**src/verilog/satr_pkg.sv**
```systemverilog
package satr_pkg;
  localparam int DATA_W   = 8;
  localparam int ROM_W    = 14;
  localparam int ADDR_W   = 11;
  localparam int PTR_W    = 3;
  localparam int HIDATA_W = 6;
  localparam int NIB_W    = 4;

  localparam logic [31:0] REG_CTRL   = 32'h0000_0000;
  localparam logic [31:0] REG_WORK   = 32'h0000_0004;
  localparam logic [31:0] REG_PTR    = 32'h0000_0008;
  localparam logic [31:0] REG_HIDATA = 32'h0000_000C;
  localparam logic [31:0] REG_STATUS = 32'h0000_0010;

  localparam int CTRL_OP_LSB  = 0;
  localparam int CTRL_IMM_LSB = 8;
  localparam int ST_C_BIT     = 0;
  localparam int ST_DC_BIT    = 1;
  localparam int ST_Z_BIT     = 2;
  localparam int ST_BUSY_BIT  = 3;

  localparam logic [1:0] OP_NONE = 2'h0;
  localparam logic [1:0] OP_SUB  = 2'h1;
  localparam logic [1:0] OP_TBL  = 2'h2;

  localparam logic [1:0] RESP_OKAY   = 2'h0;
  localparam logic [1:0] RESP_SLVERR = 2'h2;

  typedef struct packed {
    logic zero;
    logic nibbleBorrow;
    logic carry;
  } satr_flags_t;

  typedef enum logic [1:0] {
    SATR_IDLE  = 2'b00,
    SATR_FETCH = 2'b01,
    SATR_LOAD  = 2'b10
  } satr_state_t;
endpackage

```
**src/verilog/satr_sub_alu.sv**
```systemverilog
`timescale 1ns/1ps
// Combinational immediate-minus-working subtractor with flag outputs.
module satr_sub_alu (
  input  wire logic [satr_pkg::DATA_W-1:0] immVal,
  input  wire logic [satr_pkg::DATA_W-1:0] workVal,
  output logic [satr_pkg::DATA_W-1:0]      diff,
  output satr_pkg::satr_flags_t            flags
);
  logic [satr_pkg::DATA_W:0]  full;
  logic [satr_pkg::NIB_W:0]   low;

  always_comb
  begin
    // Carry is the inverted borrow, as two's complement add of the inverse.
    full = {1'b0, immVal} + {1'b0, ~workVal} + 9'h001;
    low  = {1'b0, immVal[satr_pkg::NIB_W-1:0]} + {1'b0, ~workVal[satr_pkg::NIB_W-1:0]} + 5'h01;
    diff = full[satr_pkg::DATA_W-1:0];
    flags.carry        = full[satr_pkg::DATA_W];
    flags.nibbleBorrow = low[satr_pkg::NIB_W];
    flags.zero         = (full[satr_pkg::DATA_W-1:0] == 8'h00);
  end
endmodule

```
**src/verilog/subtract_and_table_read_exec.sv**
```systemverilog
`timescale 1ns/1ps
module subtract_and_table_read_exec (
  input  wire logic                          sys_clk,
  input  wire logic                          rstn,
  input  wire logic [31:0]                   s_axi_awaddr,
  input  wire logic                          s_axi_awvalid,
  output logic                               s_axi_awready,
  input  wire logic [31:0]                   s_axi_wdata,
  input  wire logic [3:0]                    s_axi_wstrb,
  input  wire logic                          s_axi_wvalid,
  output logic                               s_axi_wready,
  output logic [1:0]                         s_axi_bresp,
  output logic                               s_axi_bvalid,
  input  wire logic                          s_axi_bready,
  input  wire logic [31:0]                   s_axi_araddr,
  input  wire logic                          s_axi_arvalid,
  output logic                               s_axi_arready,
  output logic [31:0]                        s_axi_rdata,
  output logic [1:0]                         s_axi_rresp,
  output logic                               s_axi_rvalid,
  input  wire logic                          s_axi_rready,
  output logic [satr_pkg::ADDR_W-1:0]        romAddr_q,
  output logic                               romRead_q,
  input  wire logic [satr_pkg::ROM_W-1:0]    romData
);
  logic [31:0]                        awAddr_q;
  logic                               awHave_q;
  logic [31:0]                        wData_q;
  logic                               wHave_q;
  logic [satr_pkg::DATA_W-1:0]        workingRegister_q;
  logic [7:0]                         tableHighPointer_q;
  logic [satr_pkg::HIDATA_W-1:0]      tableHighData_q;
  satr_pkg::satr_flags_t              flags_q;
  satr_pkg::satr_state_t              state_q;
  logic [satr_pkg::DATA_W-1:0]        subDiff;
  satr_pkg::satr_flags_t              subFlags;
  logic                               doWrite;
  logic [1:0]                         wrOp;
  logic [satr_pkg::DATA_W-1:0]        wrImm;

  function automatic logic isAddr(input logic [31:0] a, input logic [31:0] r);
    isAddr = (a == r);
  endfunction

  satr_sub_alu uAlu (
    .immVal  (wrImm),
    .workVal (workingRegister_q),
    .diff    (subDiff),
    .flags   (subFlags)
  );

  // Write address and data are latched independently, in either order.
  assign doWrite = awHave_q && wHave_q && !s_axi_bvalid;
  assign wrOp    = wData_q[satr_pkg::CTRL_OP_LSB +: 2];
  assign wrImm   = wData_q[satr_pkg::CTRL_IMM_LSB +: satr_pkg::DATA_W];

  always_ff @(posedge sys_clk or negedge rstn)
  begin
    if (!rstn)
    begin
      awHave_q      <= 1'b0;
      awAddr_q      <= 32'h0000_0000;
      s_axi_awready <= 1'b0;
    end
    else
    begin
      s_axi_awready <= !awHave_q && !s_axi_awready;
      if (s_axi_awvalid && s_axi_awready)
      begin
        awHave_q <= 1'b1;
        awAddr_q <= s_axi_awaddr;
      end
      else if (doWrite)
        awHave_q <= 1'b0;
    end
  end

  always_ff @(posedge sys_clk or negedge rstn)
  begin
    if (!rstn)
    begin
      wHave_q      <= 1'b0;
      wData_q      <= 32'h0000_0000;
      s_axi_wready <= 1'b0;
    end
    else
    begin
      s_axi_wready <= !wHave_q && !s_axi_wready;
      if (s_axi_wvalid && s_axi_wready)
      begin
        wHave_q <= 1'b1;
        wData_q <= s_axi_wdata;
      end
      else if (doWrite)
        wHave_q <= 1'b0;
    end
  end

  // A command written while a table read is busy is still answered but refused.
  always_ff @(posedge sys_clk or negedge rstn)
  begin
    if (!rstn)
    begin
      s_axi_bvalid <= 1'b0;
      s_axi_bresp  <= satr_pkg::RESP_OKAY;
    end
    else if (doWrite)
    begin
      s_axi_bvalid <= 1'b1;
      if (((isAddr(awAddr_q, satr_pkg::REG_CTRL) || isAddr(awAddr_q, satr_pkg::REG_WORK)) &&
           state_q == satr_pkg::SATR_IDLE) || isAddr(awAddr_q, satr_pkg::REG_PTR))
        s_axi_bresp <= satr_pkg::RESP_OKAY;
      else
        s_axi_bresp <= satr_pkg::RESP_SLVERR;
    end
    else if (s_axi_bready)
      s_axi_bvalid <= 1'b0;
  end

  always_ff @(posedge sys_clk or negedge rstn)
  begin
    if (!rstn)
      tableHighPointer_q <= 8'h00;
    else if (doWrite && isAddr(awAddr_q, satr_pkg::REG_PTR) && s_axi_wstrb[0])
      tableHighPointer_q <= wData_q[7:0];
  end

  always_ff @(posedge sys_clk or negedge rstn)
  begin
    if (!rstn)
    begin
      state_q           <= satr_pkg::SATR_IDLE;
      workingRegister_q <= 8'h00;
      flags_q           <= '0;
      tableHighData_q   <= 6'h00;
      romAddr_q         <= 11'h000;
      romRead_q         <= 1'b0;
    end
    else
    begin
      unique case (state_q)
        satr_pkg::SATR_IDLE:
        begin
          romRead_q <= 1'b0;
          if (doWrite && isAddr(awAddr_q, satr_pkg::REG_CTRL) && s_axi_wstrb[1:0] == 2'h3)
          begin
            if (wrOp == satr_pkg::OP_SUB)
            begin
              workingRegister_q <= subDiff;
              flags_q           <= subFlags;
            end
            else if (wrOp == satr_pkg::OP_TBL)
            begin
              romAddr_q <= {tableHighPointer_q[satr_pkg::PTR_W-1:0], workingRegister_q};
              romRead_q <= 1'b1;
              state_q   <= satr_pkg::SATR_FETCH;
            end
            else if (wrOp == satr_pkg::OP_NONE)
              workingRegister_q <= wrImm;
          end
          else if (doWrite && isAddr(awAddr_q, satr_pkg::REG_WORK) && s_axi_wstrb[0])
            workingRegister_q <= wData_q[7:0];
        end
        satr_pkg::SATR_FETCH:
        begin
          romRead_q <= 1'b0;
          state_q   <= satr_pkg::SATR_LOAD;
        end
        satr_pkg::SATR_LOAD:
        begin
          // ROM is sampled two cycles after the address is driven, so the read spans two cycles.
          workingRegister_q <= romData[satr_pkg::DATA_W-1:0];
          tableHighData_q   <= romData[satr_pkg::ROM_W-1:satr_pkg::DATA_W];
          state_q           <= satr_pkg::SATR_IDLE;
        end
        default:
          state_q <= satr_pkg::SATR_IDLE;
      endcase
    end
  end

  always_ff @(posedge sys_clk or negedge rstn)
  begin
    if (!rstn)
    begin
      s_axi_arready <= 1'b0;
      s_axi_rvalid  <= 1'b0;
      s_axi_rdata   <= 32'h0000_0000;
      s_axi_rresp   <= satr_pkg::RESP_OKAY;
    end
    else
    begin
      s_axi_arready <= !s_axi_rvalid && !s_axi_arready;
      if (s_axi_arvalid && s_axi_arready)
      begin
        s_axi_rvalid <= 1'b1;
        s_axi_rresp  <= satr_pkg::RESP_OKAY;
        s_axi_rdata  <= 32'h0000_0000;
        if (isAddr(s_axi_araddr, satr_pkg::REG_WORK))
          s_axi_rdata[7:0] <= workingRegister_q;
        else if (isAddr(s_axi_araddr, satr_pkg::REG_PTR))
          s_axi_rdata[7:0] <= tableHighPointer_q;
        else if (isAddr(s_axi_araddr, satr_pkg::REG_HIDATA))
          s_axi_rdata[5:0] <= tableHighData_q;
        else if (isAddr(s_axi_araddr, satr_pkg::REG_STATUS))
        begin
          s_axi_rdata[satr_pkg::ST_C_BIT]    <= flags_q.carry;
          s_axi_rdata[satr_pkg::ST_DC_BIT]   <= flags_q.nibbleBorrow;
          s_axi_rdata[satr_pkg::ST_Z_BIT]    <= flags_q.zero;
          s_axi_rdata[satr_pkg::ST_BUSY_BIT] <= (state_q != satr_pkg::SATR_IDLE);
        end
        else if (!isAddr(s_axi_araddr, satr_pkg::REG_CTRL))
          s_axi_rresp <= satr_pkg::RESP_SLVERR;
      end
      else if (s_axi_rready)
        s_axi_rvalid <= 1'b0;
    end
  end

  AST_SUB_RESULT: assert property (@(posedge sys_clk) disable iff (!rstn)
    (doWrite && isAddr(awAddr_q, satr_pkg::REG_CTRL) && wrOp == satr_pkg::OP_SUB &&
     state_q == satr_pkg::SATR_IDLE && s_axi_wstrb[1:0] == 2'h3)
    |=> workingRegister_q == $past(wrImm) - $past(workingRegister_q))
    else $error("Subtract result wrong.");

  AST_SUB_CARRY: assert property (@(posedge sys_clk) disable iff (!rstn)
    (doWrite && isAddr(awAddr_q, satr_pkg::REG_CTRL) && wrOp == satr_pkg::OP_SUB &&
     state_q == satr_pkg::SATR_IDLE && s_axi_wstrb[1:0] == 2'h3)
    |=> flags_q.carry == ($past(wrImm) >= $past(workingRegister_q)))
    else $error("Carry does not reflect borrow.");

  AST_TBL_TWO: assert property (@(posedge sys_clk) disable iff (!rstn)
    $rose(romRead_q) |-> ##2 (state_q == satr_pkg::SATR_IDLE &&
     workingRegister_q == $past(romData[7:0]) && tableHighData_q == $past(romData[13:8])))
    else $error("Table read did not load in two cycles.");

  AST_TBL_FLAGS: assert property (@(posedge sys_clk) disable iff (!rstn)
    (state_q != satr_pkg::SATR_IDLE) |=> $stable(flags_q))
    else $error("Table read changed flags.");

  AST_TBL_ADDR: assert property (@(posedge sys_clk) disable iff (!rstn)
    (doWrite && isAddr(awAddr_q, satr_pkg::REG_CTRL) && wrOp == satr_pkg::OP_TBL &&
     state_q == satr_pkg::SATR_IDLE && s_axi_wstrb[1:0] == 2'h3)
    |=> romRead_q && romAddr_q ==
        {$past(tableHighPointer_q[satr_pkg::PTR_W-1:0]), $past(workingRegister_q)})
    else $error("Table address not formed from pointer and working register.");

  AST_SUB_ONE: assert property (@(posedge sys_clk) disable iff (!rstn)
    (doWrite && isAddr(awAddr_q, satr_pkg::REG_CTRL) && wrOp == satr_pkg::OP_SUB &&
     state_q == satr_pkg::SATR_IDLE && s_axi_wstrb[1:0] == 2'h3)
    |=> state_q == satr_pkg::SATR_IDLE && !romRead_q && $stable(tableHighData_q))
    else $error("Subtract took more than one cycle or touched another register.");
endmodule

```
**config.mk**
```make
export PLATFORM = sky130hd
export DESIGN_NAME = subtract_and_table_read_exec
export DESIGN_NICKNAME = d
export VERILOG_FILES = /design/src/verilog/satr_pkg.sv /design/src/verilog/satr_sub_alu.sv /design/src/verilog/subtract_and_table_read_exec.sv
export SDC_FILE = /design/constraint.sdc
export NUM_CORES = 1
export LEC_CHECK = 0
export CORE_MARGIN = 1.5
export CORE_UTILIZATION = 55
export DETAILED_ROUTE_END_ITERATION = 7
export DONT_BUFFER_PORTS = 1
export GPL_ROUTABILITY_DRIVEN = 0
export PLACE_DENSITY_LB_ADDON = 0.1
export SKIP_CTS_REPAIR_TIMING = 1
export SLEW_MARGIN = 40
export SYNTH_ARGS = -nofsm -noshare
export SYNTH_HDL_FRONTEND = slang
export SYNTH_SLANG_ARGS = --single-unit
```
**constraint.sdc**
```tcl
create_clock -name sys_clk -period 2.9 [get_ports sys_clk]
set_clock_uncertainty 0.05 [all_clocks]
set_input_delay 0.435 -clock sys_clk [delete_from_list [all_inputs] [get_ports sys_clk]]
set_output_delay 0.435 -clock sys_clk [all_outputs]
set_load 0.005 [all_outputs]
```
; ---- After elaboration in Yosys (flattened, before gate mapping)
; Index checks and enable logic that the tools add are counted.
[classes]
add_sub_neg = 4
eq_ne = 17
n_reduce_logical = 40
bitwise_logic = 3
mux = 33
[op_table]
columns = op, n
row1 = $eq 32x4->1 const B, 3
row2 = $eq 32x3->1 const B, 2
row3 = $logic_not 32->1, 2
row4 = $mux 8, 6
row5 = $eq 32x5->1 const B, 1
row6 = $mux 2, 11
row7 = $pmux 8 s2, 1
row8 = $logic_and 1x1->1, 15
row9 = $reduce_bool 2->1, 7
row10 = $mux 1, 10
row11 = $add 8x8->9, 1
row12 = $add 9x1->9 const B, 1
row13 = $logic_not 8->1, 1
row14 = $mux 4, 2
row15 = $not 8->8, 1
row16 = $reduce_and 4->1, 2
row17 = $logic_not 1->1, 7
row18 = $eq 2x2->1 const B, 3
row19 = $mux 6, 1
row20 = $reduce_and 3->1, 2
row21 = $add 4x4->5, 1
row22 = $add 5x1->5 const B, 1
row23 = $eq 2x1->1 const B, 2
row24 = $logic_not 2->1, 2
row25 = 10 further kinds, 12
[word_totals]
output_inout_bits = 53
wordCells = 118
register_bits = 106

; ---- Logic depth before layout (Yosys ltp)
[logic_depth]
word_depth = 7
mapped_depth = 10
depth_no_buf = 10

; ---- Modules after synthesis
; A second synthesis with hierarchy kept.
[hier_totals]
cells_unflattened = 413
hier_area_um2 = 5220.0
[modules_own_cells]
columns = mod, seq_area_each_um2, instances, area_per_inst_um2, cells_per_inst
row1 = subtract_and_table_read_exec, 2602.5, 1, 4825.9, 363
row2 = satr_sub_alu, 0.0, 1, 394.1, 50

; ---- Worst setup path before layout
; No wires, ideal clock.
[synth_path]
kind = reg2reg
from = register wData_q[8]
to = register workingRegister_q[6] (netlist name)
synth_period_minus_slack_ns = 2.482
arrival_time_ns = 2.307
path_buffers = 0
required_ns = 2.725
setup_time_ns = 0.125
stages_incl_launch_ff = 11
setup_slack_ns = 0.418
path_cell_list = dfrtp_1 inv_1 ha_1 inv_1 fa_1 a211oi_1 o21ai_0 mux2i_1 o311ai_0 o211ai_1 mux2_2
[synth_between]
elab_chain_len = 5
[synth_lines]
columns = item, line_no
row1 = "start, declared", subtract_and_table_read_exec.sv:28  ; logic [31:0] wData_q;
row2 = "start signal, assigned", subtract_and_table_read_exec.sv:92  ; wData_q <= s_axi_wdata;
row3 = $add 8x8->9, satr_sub_alu.sv:15  ; full = {1'b0, immVal} + {1'b0, ~workVal} + 9'h001;
row4 = $add 9x1->9, satr_sub_alu.sv:15
row5 = $mux 8, subtract_and_table_read_exec.sv:147  ; if (wrOp == satr_pkg::OP_SUB)
row6 = $mux 8, subtract_and_table_read_exec.sv:145  ; if (doWrite && isAddr(awAddr_q, satr_pkg::REG_CTRL) && s_axi_wstrb[1:0] == 2'h3)
row7 = $pmux 8 s2, subtract_and_table_read_exec.sv:141  ; unique case (state_q)
row8 = "end signal, assigned", subtract_and_table_read_exec.sv:149  ; workingRegister_q <= subDiff;
row9 = "end signal, assigned", subtract_and_table_read_exec.sv:159  ; workingRegister_q <= wrImm;
row10 = "end signal, assigned", subtract_and_table_read_exec.sv:162  ; workingRegister_q <= wData_q[7:0];
row11 = "end, declared", subtract_and_table_read_exec.sv:30  ; logic [satr_pkg::DATA_W-1:0] workingRegister_q;
; No other way between the ends.
; A chain may end at the register's enable or synchronous reset.

; ---- Final worst setup path
; Same ends and word-level chain as after synthesis.

==> summary.md <==
| Metric | Value |
|---|---|
| #FFs+latches synth | between 100 and 150 |
| Post-synth EDFFs | 0 |
| Synth area leaders | dfrtp_1, mux2_2, buf_4, nand2_1, mux2_4 |
| DP Cell Count | about 600 |
| Die Y | 101 um |
| Clock slew at reported path FFs | ~0.1 ns |
| Full die area | 0.0103 mm2 |
| I/O Buffers | 0 |
| Area grow syn2layout | 5.64% |
| Antenna violations before repair | 0 |
| Synthesized area per cell | about 11 um2 |
| Synth top area share | 48.9% |
| Hold crit path type | input pin to flop |
| Dominant cell type by area after synthesis | dfrtp_1 |
| Critical Path End Type | flop |
| Peak supply drop | ~480 uV |
| Total of warnings raised by yosys | 0 |
| Total of max-cap violations | 0 |
| H-tree depth | 3 |
| Non-Filler Instances | 613 |
| Final min period | 2.69 ns |
| Vias per cell | between 5 and 6 |
| Pre-antenna DRT Iters | 4 |
| Cells after Synth | 478 |
| Layout cell share with drive strength beyond 1 | about 20% |
| Register area share after synthesis | approximately half |
| Post-DP HPWL | ~9000 um |
| Async set-reset flop share out of synthesis | 100% |
| Post-route ant nets | 0 |
| Gr usage total | around a quarter |
| Drt wl/cell | 19.3 um |
| Clk root buf | clkbuf_8 |
| Most common cell after layout, fill and taps aside | dfrtp_1 |
| Synth Flop Type | dfrtp_1 |
| IO Pins | ~170 |
| Critical path launch point type | flop |
| Netlist cell types | 60 |
| Most common cell on crit path | inv_1 |
| Top routing layer used | met4 |
| Worst Max-Slew Pin Slew | 0.746 ns |
| Final setup TNS | 0 ns |
| Met2 Wirelength | 5930 um |
| Vias in the first global route | 3,632 |
| Chip width | 101 um |
| CP required | ~3.1 ns |
| DRT Wirelength | around 12,000 um |
| Via Count | ~3,600 |
| Crit-path cells | inv_1, ha_1, inv_1, fa_1, a211oi_1, o21ai_0, mux2i_1, o311ai_0, o211ai_1, mux2_2 |
| Num CTS Buffers | 9 |
| RSZ-0062 raised after global routing | no |
| P_leak | between 2 and 3 nW |
| Drt initial violations | between 150 and 200 |
| Worst skew pair latency | around 0.36 ns |
| CP Max Fanout | 3 |
| Pin count of the biggest net entering global routing | 105 |
| Slowest Stage Delay on Critical Path | approximately 0.47 ns |
| Power Dens Cells | 861 mW/mm2 |
| Max Clk Rate | approximately 370 MHz |
| Number of antenna repair diodes | 0 |
| DRT met1 WL | 4780 um |
| WP data arrival | ~2.9 ns |
| GR Overflow Total | 0 |
| Synth Cell Area | around 0.0053 mm2 |
| Rel. slew slack | around half |
| DRC Markers | 0 |
| Maximum buffer depth of the clock tree | 2 |
| Final Net Count | 610 |
| Most frequent cells in the layout | dfrtp_1, mux2_2, nand2_1 |
| Status | completed |
| Initial Utilization | ~57% |
| Clock Sinks | 104 |
| Final worst path period share | 92.7% |
| CTS tree | yes |
| Max-slew violation count | 0 |
| Crit-path slowest cell | fa_1 |
| FP Rows | 35 |
| Global-route wire length before repair | roughly 18,000 um |
| Core area | just over 0.009 mm2 |
| Crit path kind | flop to flop |
| WL met3 | 942 um |
| Endpoints failing setup | 0 |
| Final hold viol count | 0 |
-- cells by family (layout without fill, tap and decap cells) --
logic type                 Yosys count  count (layout)  share of synthesized area (%)
DFF                                104             104                           48.9
and+or+nand+nor                    146             146                           15.0
muxes                               80              80                           17.3
other                                1              26                         0.0705
AOI/OAI and AO/OA                   74              74                           9.55
xor gates and xnor gates             4               4                          0.658
adders and majority gates            9               9                           2.26
buffers and inverters               60              41                           6.28
-- synth_stat cells (4+ instances only) --
| cell | number |
|---|---|
| dfrtp_1 | 104 |
| mux2_2 | 57 |
| nand2_1 | 46 |
| nor2_1 | 28 |
| buf_4 | 27 |
| nor4_1 | 20 |
| inv_1 | 18 |
| o21ai_0 | 16 |
| a21oi_1 | 13 |
| clkbuf_1 | 11 |
| mux2i_1 | 10 |
| mux2_4 | 9 |
| ha_1 | 8 |
| a31oi_1 | 6 |
| nor2b_1 | 6 |
| nor3_1 | 6 |
| nand2b_1 | 5 |
| o211ai_1 | 5 |
| o31ai_1 | 5 |
| a22oi_1 | 4 |
| mux2_1 | 4 |
| nand3_1 | 4 |
| nand4_1 | 4 |
| o22a_1 | 4 |
-- critical path: cells and delay by family (launching register included) --
kind,cells,cell delay [ns]
adder cells (fa/ha/maj),2,0.61
buffers and inverters,2,0.11
multiplexers,2,0.43
AO/OA/AOI/OAI,4,0.99
flip-flops,1,0.40
-- power breakdown --
group / leakage, nW / switching [mW] / internal [mW]
logic: 1.11 / 0.773 / 0.777
clock network: 0.116 / 0.484 / 0.532
registers: 1.27 / 0.398 / 1.88
total: 2.50 / 1.66 / 3.18
-- stage by stage --
step	setup slack (ns)	total power [mW]	area [um2]	hold slack (ns)	util, %
after floorplan	0.418	3.47	5420	0.0894	-
after global placement	0.188	3.75	5360	0.0924	57.4
after detailed placement	0.191	3.83	5360	0.0925	57.4
after CTS	0.167	4.84	5580	-0.311	59.9
after global routing	0.0306	5.17	5620	0.113	60.3
final	0.210	4.84	5620	0.120	60.3
-- flip-flops by register name (all words and copies together), names as in the netlist, 2 cells and up --
register,cells
state_q,2
workingRegister_q,8
wData_q,16
romAddr_q,11
tableHighPointer_q,8
s_axi_rdata,8
tableHighData_q,6
flags_q,3
awAddr_q,32
-- area by class of cell --
type	instances	area, um2
clock buffer	11	151
timing repair buffer	8	82.6
inverter	18	67.6
sequential	104	2600
clock inverter	4	77.6
fill	798	3710
tap	129	161
multi-input combinational	339	2480
-- final timing paths --
check                                        from                          endpoint  slack [ns]  cells past startpoint
max                        wData_q[8]$_DFFE_PN0P_  workingRegister_q[6]$_DFFE_PN0P_        0.21                     10
min                                   romData[12]    tableHighData_q[4]$_DFFE_PN0P_        0.12                      2
max reg2reg                wData_q[8]$_DFFE_PN0P_  workingRegister_q[6]$_DFFE_PN0P_        0.21                     10
min reg2reg                s_axi_wready$_DFF_PN0_            s_axi_wready$_DFF_PN0_        0.42                      1
max in group asynchronous                    rstn        s_axi_rdata[3]$_DFFE_PN0P_        1.78                      2
min in group asynchronous                    rstn          romAddr_q[5]$_DFFE_PN0P_        0.59                      2
-- metal layers --
| layer | vias up | GRT usage (%) |
|---|---|---|
| li1 | 1676 | - |
| met1 | 1735 | 28.8 |
| met2 | 166 | 42.0 |
| met3 | 13 | 6.69 |
| met4 | 0 | 7.05 |
| met5 | - | 0 |
No activity file was read; power rests on OpenSTA's default activity.
